### src/common/clkgen_pkg.sv
package clkgen_pkg;

	// ==========================================================
	// Register map.
	localparam logic [7:0] CTRL_OFFSET = 8'h00;
	localparam logic [7:0] STATUS_OFFSET = 8'h04;
	localparam logic [31:0] CTRL_RESET = 32'h0000_0000;

	// Control register fields.
	localparam int CTRL_SRC_SELECT_BIT = 0;
	localparam int CTRL_DEPTH_N_BIT = 1;

	// Status register fields.
	localparam int STAT_CPU_CLK_BIT = 0;
	localparam int STAT_PERIPH_CLK_BIT = 1;
	localparam int STAT_READY_BIT = 2;
	localparam int STAT_RESET_BIT = 3;
	localparam int STAT_SYNC_BIT = 4;
	localparam int STAT_COUNT_LSB = 5;

	// ==========================================================
	// Pin synchroniser slots.
	localparam int PIN_COUNT = 9;
	localparam int PIN_EXT_FREQ = 0;
	localparam int PIN_XTAL_A = 1;
	localparam int PIN_XTAL_B = 2;
	localparam int PIN_PHASE_SYNC = 3;
	localparam int PIN_RESET_REQ_N = 4;
	localparam int PIN_READY_ONE = 5;
	localparam int PIN_READY_TWO = 6;
	localparam int PIN_GATE_ONE_N = 7;
	localparam int PIN_GATE_TWO_N = 8;
	localparam logic [PIN_COUNT-1:0] PIN_RESET = 9'h198;

	// ==========================================================
	// Divider: the CPU clock is high in count zero of three.
	localparam logic [1:0] DIV_FIRST = 2'h0;
	localparam logic [1:0] DIV_LAST = 2'h2;

	// Output reset values; system reset is asserted out of reset.
	localparam logic CPU_CLK_RESET = 1'b0;
	localparam logic PERIPH_CLK_RESET = 1'b0;
	localparam logic SYS_RESET_RESET = 1'b1;

	// AHB-Lite encodings.
	localparam logic [1:0] HTRANS_NONSEQ = 2'h2;
	localparam logic HRESP_OKAY = 1'b0;

endpackage

### src/verilog/cpu_clock_ready_reset_gen.sv
`timescale 1ns/10ps
`default_nettype none

module cpu_clock_ready_reset_gen (
	// Clock and reset.
	input wire logic CORE_CLK,
	input wire logic RST,
	// AHB-Lite slave.
	input wire logic HSEL,
	input wire logic [31:0] HADDR,
	input wire logic [1:0] HTRANS,
	input wire logic HWRITE,
	input wire logic [2:0] HSIZE,
	input wire logic [31:0] HWDATA,
	input wire logic HREADY,
	output logic [31:0] HRDATA,
	output logic HREADYOUT,
	output logic HRESP,
	// Clock sources.
	input wire logic EXTERNAL_FREQ_IN,
	input wire logic CRYSTAL_PIN_A,
	input wire logic CRYSTAL_PIN_B,
	input wire logic PHASE_SYNC_IN,
	// Ready and reset requests.
	input wire logic BUS_READY_ONE,
	input wire logic BUS_READY_TWO,
	input wire logic READY_GATE_ONE_N,
	input wire logic READY_GATE_TWO_N,
	input wire logic RESET_REQUEST_N,
	// Generated outputs.
	output logic CPU_CLK,
	output logic PERIPH_CLK,
	output logic READY_OUT,
	output logic SYSTEM_RESET,
	output logic OSCILLATOR_TAP
);
	import clkgen_pkg::*;

	// ==========================================================
	// State.
	typedef struct packed {
		logic [PIN_COUNT-1:0] pin_meta;
		logic [PIN_COUNT-1:0] pin_sync;
		logic src_prev;
		logic [1:0] div_count;
		logic cpu_clk;
		logic periph_clk;
		logic stage_one;
		logic ready;
		logic sys_reset;
		logic tap_lvl;
		logic src_select;
		logic depth_n;
		logic wr_pend;
		logic [7:0] wr_addr;
		logic [31:0] rdata;
	} state_t;

	state_t st_r;
	state_t st_nxt;
	logic xtal_lvl;
	logic src_lvl;
	logic src_rise;
	logic phase_sync;
	logic ready_req;
	logic cpu_rise;
	logic cpu_fall;
	logic addr_take;
	logic [1:0] div_nxt;
	logic clk_nxt;
	logic [31:0] status_word;

	// Crystal pins act as a differential clock input only.
	assign xtal_lvl = st_r.pin_sync[PIN_XTAL_A] & ~st_r.pin_sync[PIN_XTAL_B];
	assign src_lvl = st_r.src_select ? st_r.pin_sync[PIN_EXT_FREQ] : xtal_lvl;
	// Each source phase must last at least one core cycle, or its edge is lost in the synchroniser.
	assign src_rise = src_lvl & ~st_r.src_prev;
	assign phase_sync = st_r.pin_sync[PIN_PHASE_SYNC];
	assign ready_req = (st_r.pin_sync[PIN_READY_ONE] & ~st_r.pin_sync[PIN_GATE_ONE_N])
		| (st_r.pin_sync[PIN_READY_TWO] & ~st_r.pin_sync[PIN_GATE_TWO_N]);
	assign cpu_rise = ~st_r.cpu_clk & clk_nxt;
	assign cpu_fall = st_r.cpu_clk & ~clk_nxt;
	assign addr_take = HSEL & HREADY & (HTRANS == HTRANS_NONSEQ);

	always_comb begin
		status_word = 32'h0000_0000;
		status_word[STAT_CPU_CLK_BIT] = st_r.cpu_clk;
		status_word[STAT_PERIPH_CLK_BIT] = st_r.periph_clk;
		status_word[STAT_READY_BIT] = st_r.ready;
		status_word[STAT_RESET_BIT] = st_r.sys_reset;
		status_word[STAT_SYNC_BIT] = phase_sync;
		status_word[STAT_COUNT_LSB +: 2] = st_r.div_count;
	end

	// ==========================================================
	// Divider.
	// Divide by three; one high count of three gives 33% high time.
	// Kept out of the main process so the edge strobes never loop back into it.
	always_comb begin
		div_nxt = st_r.div_count;
		clk_nxt = st_r.cpu_clk;
		if (phase_sync) begin
			div_nxt = DIV_FIRST;
			clk_nxt = 1'b1;
		end else if (src_rise) begin
			div_nxt = (st_r.div_count == DIV_LAST) ? DIV_FIRST : st_r.div_count + 2'h1;
			clk_nxt = (st_r.div_count == DIV_LAST);
		end
	end

	// ==========================================================
	// Next state.
	always_comb begin
		st_nxt = st_r;
		// Two flops per pin; only the second stage feeds logic.
		st_nxt.pin_meta = {READY_GATE_TWO_N, READY_GATE_ONE_N, BUS_READY_TWO, BUS_READY_ONE,
			RESET_REQUEST_N, PHASE_SYNC_IN, CRYSTAL_PIN_B, CRYSTAL_PIN_A, EXTERNAL_FREQ_IN};
		st_nxt.pin_sync = st_r.pin_meta;
		st_nxt.src_prev = src_lvl;
		// Tap follows the crystal whichever source drives the divider.
		st_nxt.tap_lvl = xtal_lvl;

		st_nxt.div_count = div_nxt;
		st_nxt.cpu_clk = clk_nxt;

		// Peripheral clock toggles on each CPU clock fall, held high in sync.
		if (phase_sync) begin
			st_nxt.periph_clk = 1'b1;
		end else if (cpu_fall) begin
			st_nxt.periph_clk = ~st_r.periph_clk;
		end

		// Ready changes only on the CPU clock fall so the CPU hold time is kept.
		if (cpu_rise) begin
			st_nxt.stage_one = ready_req;
		end
		if (cpu_fall) begin
			st_nxt.ready = st_r.depth_n ? ready_req : (st_r.stage_one & ready_req);
			st_nxt.sys_reset = ~st_r.pin_sync[PIN_RESET_REQ_N];
		end

		// Bus: zero wait state; reads return a word captured in address phase.
		st_nxt.wr_pend = addr_take & HWRITE;
		if (addr_take) begin
			st_nxt.wr_addr = HADDR[7:0];
			st_nxt.rdata = 32'h0000_0000;
			if (!HWRITE && HADDR[7:0] == CTRL_OFFSET) begin
				st_nxt.rdata[CTRL_SRC_SELECT_BIT] = st_r.src_select;
				st_nxt.rdata[CTRL_DEPTH_N_BIT] = st_r.depth_n;
			end else if (!HWRITE && HADDR[7:0] == STATUS_OFFSET) begin
				st_nxt.rdata = status_word;
			end
		end
		if (st_r.wr_pend && st_r.wr_addr == CTRL_OFFSET) begin
			st_nxt.src_select = HWDATA[CTRL_SRC_SELECT_BIT];
			st_nxt.depth_n = HWDATA[CTRL_DEPTH_N_BIT];
		end

		if (RST) begin
			st_nxt = '0;
			st_nxt.pin_meta = PIN_RESET;
			st_nxt.pin_sync = PIN_RESET;
			st_nxt.cpu_clk = CPU_CLK_RESET;
			st_nxt.periph_clk = PERIPH_CLK_RESET;
			st_nxt.sys_reset = SYS_RESET_RESET;
			st_nxt.src_select = CTRL_RESET[CTRL_SRC_SELECT_BIT];
			st_nxt.depth_n = CTRL_RESET[CTRL_DEPTH_N_BIT];
		end
	end

	always_ff @(posedge CORE_CLK) begin
		st_r <= st_nxt;
	end

	// ==========================================================
	// Outputs.
	assign HRDATA = st_r.rdata;
	assign HREADYOUT = 1'b1;
	assign HRESP = HRESP_OKAY;
	assign CPU_CLK = st_r.cpu_clk;
	assign PERIPH_CLK = st_r.periph_clk;
	assign READY_OUT = st_r.ready;
	assign SYSTEM_RESET = st_r.sys_reset;
	assign OSCILLATOR_TAP = st_r.tap_lvl;
endmodule // cpu_clock_ready_reset_gen

`default_nettype wire

### config.mk
export PLATFORM = sky130hd
export DESIGN_NAME = cpu_clock_ready_reset_gen
export DESIGN_NICKNAME = d
export VERILOG_FILES = /design/src/common/clkgen_pkg.sv /design/src/verilog/cpu_clock_ready_reset_gen.sv
export SDC_FILE = /design/constraint.sdc
export NUM_CORES = 1
export LEC_CHECK = 0
export BUFFER_PORTS_ARGS = -buffer_cell sky130_fd_sc_hd__buf_2
export CAP_MARGIN = 10
export CELL_PAD_IN_SITES_DETAIL_PLACEMENT = 1
export CELL_PAD_IN_SITES_GLOBAL_PLACEMENT = 1
export CORE_MARGIN = 3
export CORE_UTILIZATION = 26
export CTS_CLUSTER_DIAMETER = 30
export CTS_CLUSTER_SIZE = 16
export DETAILED_ROUTE_END_ITERATION = 7
export GPL_TIMING_DRIVEN = 0
export PLACE_DENSITY = 0.72
export RECOVER_POWER = 50
export SLEW_MARGIN = 20
export SYNTH_ARGS = -nofsm -noshare
export SYNTH_HDL_FRONTEND = slang
export SYNTH_SLANG_ARGS = --single-unit
### constraint.sdc
create_clock -name CORE_CLK -period 1.66 [get_ports CORE_CLK]
set_input_delay 0.332 -clock CORE_CLK [delete_from_list [all_inputs] [get_ports CORE_CLK]]
set_output_delay 0.332 -clock CORE_CLK [all_outputs]
set_load 0.02 [all_outputs]
==> flow_metrics.env <==
export IMPL_ios=122
export IMPL_clock_root_buffer="clkbuf_8"
export IMPL_clock_sinks=45
export IMPL_syn_area_per_cell_um2=9.44
export IMPL_vias_per_cell=3.96
export IMPL_cp_cell_sequence="or3b_4, a2111oi_4, or3b_4, a21oi_2"
export IMPL_io_buffers=35
export IMPL_post_route_period_util=1.01
export IMPL_placed_cells=352
export IMPL_die_w_um=90.4
export IMPL_cts_htree_levels=2
export IMPL_antenna_found_initial=0
export IMPL_ys_seq_area_frac=0.487
export IMPL_vias=1434
export IMPL_clk_latency_ns=0.30
export IMPL_cpMaxStageDelayCell="or3b_4"
export IMPL_pwr_share_comb=0.109
export IMPL_rows=30
export IMPL_setup_ws_ns=-0.0143
export IMPL_synth_top_area_share=0.487
export IMPL_drtAntennaViolNets=0
export IMPL_relSlewSlack=0.651
export IMPL_setup_viol=1
export IMPL_crit_fanout=4
export IMPL_fill_cells=852
export IMPL_worstRegToRegCells=4
export IMPL_swShare=0.259
export IMPL_grt_max_degree=17
export IMPL_cpMostUsedCell="or3b_4"
export IMPL_yosysWarnings=0
export IMPL_multiInputGateArea_um2=756
export IMPL_start_kind="register"
export IMPL_worst_clock_skew_ns=0.00939
export IMPL_wl_per_cell_um=10.9
export IMPL_syn2layout_area_growth_pct=27.4
export IMPL_cp_end_kind="register"
export IMPL_drv_cap=0
export IMPL_drc=0
export IMPL_grt_remaining_overflow=0
export IMPL_ff2ff_setup_slack_ns=-0.01
export IMPL_die_h_um=90.4
export IMPL_syn_inst=196
export IMPL_antennaDiodeCount=0
export IMPL_fin_nets=348
export IMPL_critPathRequiredTime_ns=1.90
export IMPL_drt_wl_total_um=3930
export IMPL_p_switching_mw=0.531
export IMPL_hold_class="in2reg"
export IMPL_powerDensity_nw_per_um2=868
export IMPL_max_freq_mhz=597
export IMPL_min_path_cells=2
export IMPL_drt_iter0_markers=42
export IMPL_initial_core_util=0.271
export IMPL_status="finished with violations"
export IMPL_place_gp_congestion=0.749
export IMPL_cts_buffers=5
export IMPL_instances_no_fill=362
export IMPL_final_seq_area_um2=903
export IMPL_cpPeakStageDelay_ns=0.43
export IMPL_slew_viol_final=0
export IMPL_pwr_share_clk=0.341
export IMPL_cts_max_path_buffers=2
export IMPL_p_leak_nw=1.05
export IMPL_firstDrtPassIters=4
export IMPL_grtUsageTotal=0.102
export IMPL_violations="setup timing"
export IMPL_intPower_mw=1.52
export IMPL_r2r_start="st_r[42]"
export IMPL_finalHoldViolations=0
export IMPL_coreArea_um2=6830
export IMPL_grt_pass1_vias=1472
export IMPL_vdd_drop_max_mv=0.335
export IMPL_synthesis_area_um2=1850
export IMPL_dieArea_um2=8170
export IMPL_grt_pass1_wl_um=6770
export IMPL_yosys_top_cells_area="dfxtp_1 (49%), buf_4 (14%), nor2b_1 (4.4%), nand2_1 (3.7%), a21oi_1 (3.2%)"
export IMPL_arrival_ns=1.91
export IMPL_clk_pin_slew_ns=0.09
export IMPL_rsz0062_at_grt="true"
export IMPL_worst_pin_slew_ns=0.524
export IMPL_seq_power_share=0.550
export IMPL_ys_ff_latch=45
export IMPL_hpwl_um=3020
export IMPL_worst_setup_path_type="reg2reg"
export IMPL_synth_distinct_cells=30
export IMPL_drive_above_1_share=0.357
export IMPL_r2r_end="READY_OUT"
export IMPL_fin_tns_setup_ns=-0.0143
export IMPL_hold_end="st_r[64]"
export IMPL_synth_area_leader_cell="dfxtp_1"
export IMPL_cts_tree="done"
export IMPL_cts_hold_buffers=0
export IMPL_hp_start="PHASE_SYNC_IN"
export IMPL_period_needed_ns=1.67
==> power by group through the flow <==
stage,combinational [mW],clock (mW),sequential (mW)
4_1_cts,0.224,0.731,1.13
3_5_place_dp,0.223,0,1.15
3_3_place_gp,0.219,0,1.15
5_1_grt,0.248,0.781,1.13
6_report,0.224,0.697,1.13
2_1_floorplan,0.166,0,1.15
==> per-stage QoR <==
step | power, mW | cell area [um^2] | utilization | hold WS (ns) | setup WS (ns)
6_report | 2.05 | 2360 | 0.345 | 0.203 | -0.0143
5_1_grt | 2.16 | 2360 | 0.345 | 0.191 | -0.0816
4_1_cts | 2.08 | 2350 | 0.345 | 0.189 | -0.0584
3_5_place_dp | 1.37 | 2240 | 0.328 | 0.398 | -0.196
3_3_place_gp | 1.37 | 2240 | 0.328 | 0.392 | -0.177
2_1_floorplan | 1.32 | 1940 | - | 0.389 | 0.00537
==> final cells by class <==
cell class	instances	share of cell area
sequential	45	0.383
multi-input combinational	131	0.321
buffer	43	0.123
timing repair buffer	37	0.0796
tap	96	0.0510
clock buffer	5	0.0292
clock inverter	3	0.0106
inverter	2	0.00318
==> metal layers <==
layer  GRT usage  share of wire  up-vias
li1            -              -      732
met1       0.120           0.42      648
met2       0.167           0.48       47
met3      0.0358          0.077        7
met4      0.0459          0.020        0
met5           0              0        -
==> cell usage after synthesis <==
cell type  instances
clkbuf_1           8
mux2_2             2
a2111oi_0          1
buf_4             34
mux2i_1            4
a22oi_1            3
a211oi_1           1
dfxtp_1           45
inv_1              2
nor2b_1           13
nor4_1             3
nor3_1             5
buf_1              1
or3b_4             1
or3b_1             1
nand2b_1           4
and3_1             1
conb_1             2
nand4b_1           2
a21o_1             1
or2_2              9
o21ai_0            1
a2111oi_4          1
nor3b_1            3
a32oi_1            5
a21oi_2            1
a21oi_1           12
and4b_1            1
nor2_1            11
nand2_1           18
==> kinds of logic after synthesis <==
group	Yosys count	share of synthesized area
other	2	0.00406
flip-flops	45	0.487
AO/OA/AOI/OAI	26	0.103
multiplexers	6	0.0338
buffers and inverters	45	0.160
AND/OR/NAND/NOR	72	0.212
==> worst max-delay path, delay by kind of cell, from the launching register on <==
kind,cells,cell delay [ns]
and+or+nand+nor,2,0.85
DFF,1,0.33
AOI/OAI and AO/OA,2,0.43
==> state kept, by name (all words and copies together) (netlist names) <==
name	count
CPU_CLK	1
HRDATA	7
OSCILLATOR_TAP	1
PERIPH_CLK	1
READY_OUT	1
SYSTEM_RESET	1
phase_sync	1
st_r	32
==> cell usage in the layout (no fill, tap or decap), drive strengths merged, types with 3 or more instances in the layout <==
cell,instances
nor3,5
clkbuf,15
nor2,11
buf,70
nor2b,13
inv,4
a32oi,5
nand2b,4
nor3b,3
or2,9
mux2i,4
a21oi,13
nor4,3
conb,27
nand2,18
dfxtp,45
a22oi,3
==> how the worst max path moves through the flow <==
stage	from	end	cells past startpoint
global placement	st_r[42]	READY_OUT	4
floorplan	st_r[54]	READY_OUT	4
global route	st_r[42]	READY_OUT	4
detailed placement	st_r[42]	READY_OUT	4
finish	st_r[42]	READY_OUT	4
CTS	st_r[42]	READY_OUT	4
==> repair_timing <==
action | 4_1_cts | 5_1_grt
setup endpoints to repair | 2 | 5
pin swaps | 3 | 2
gates resized for setup | 4 | 1
buffers inserted | 2 | 0
(Power assumes the default switching activity.)
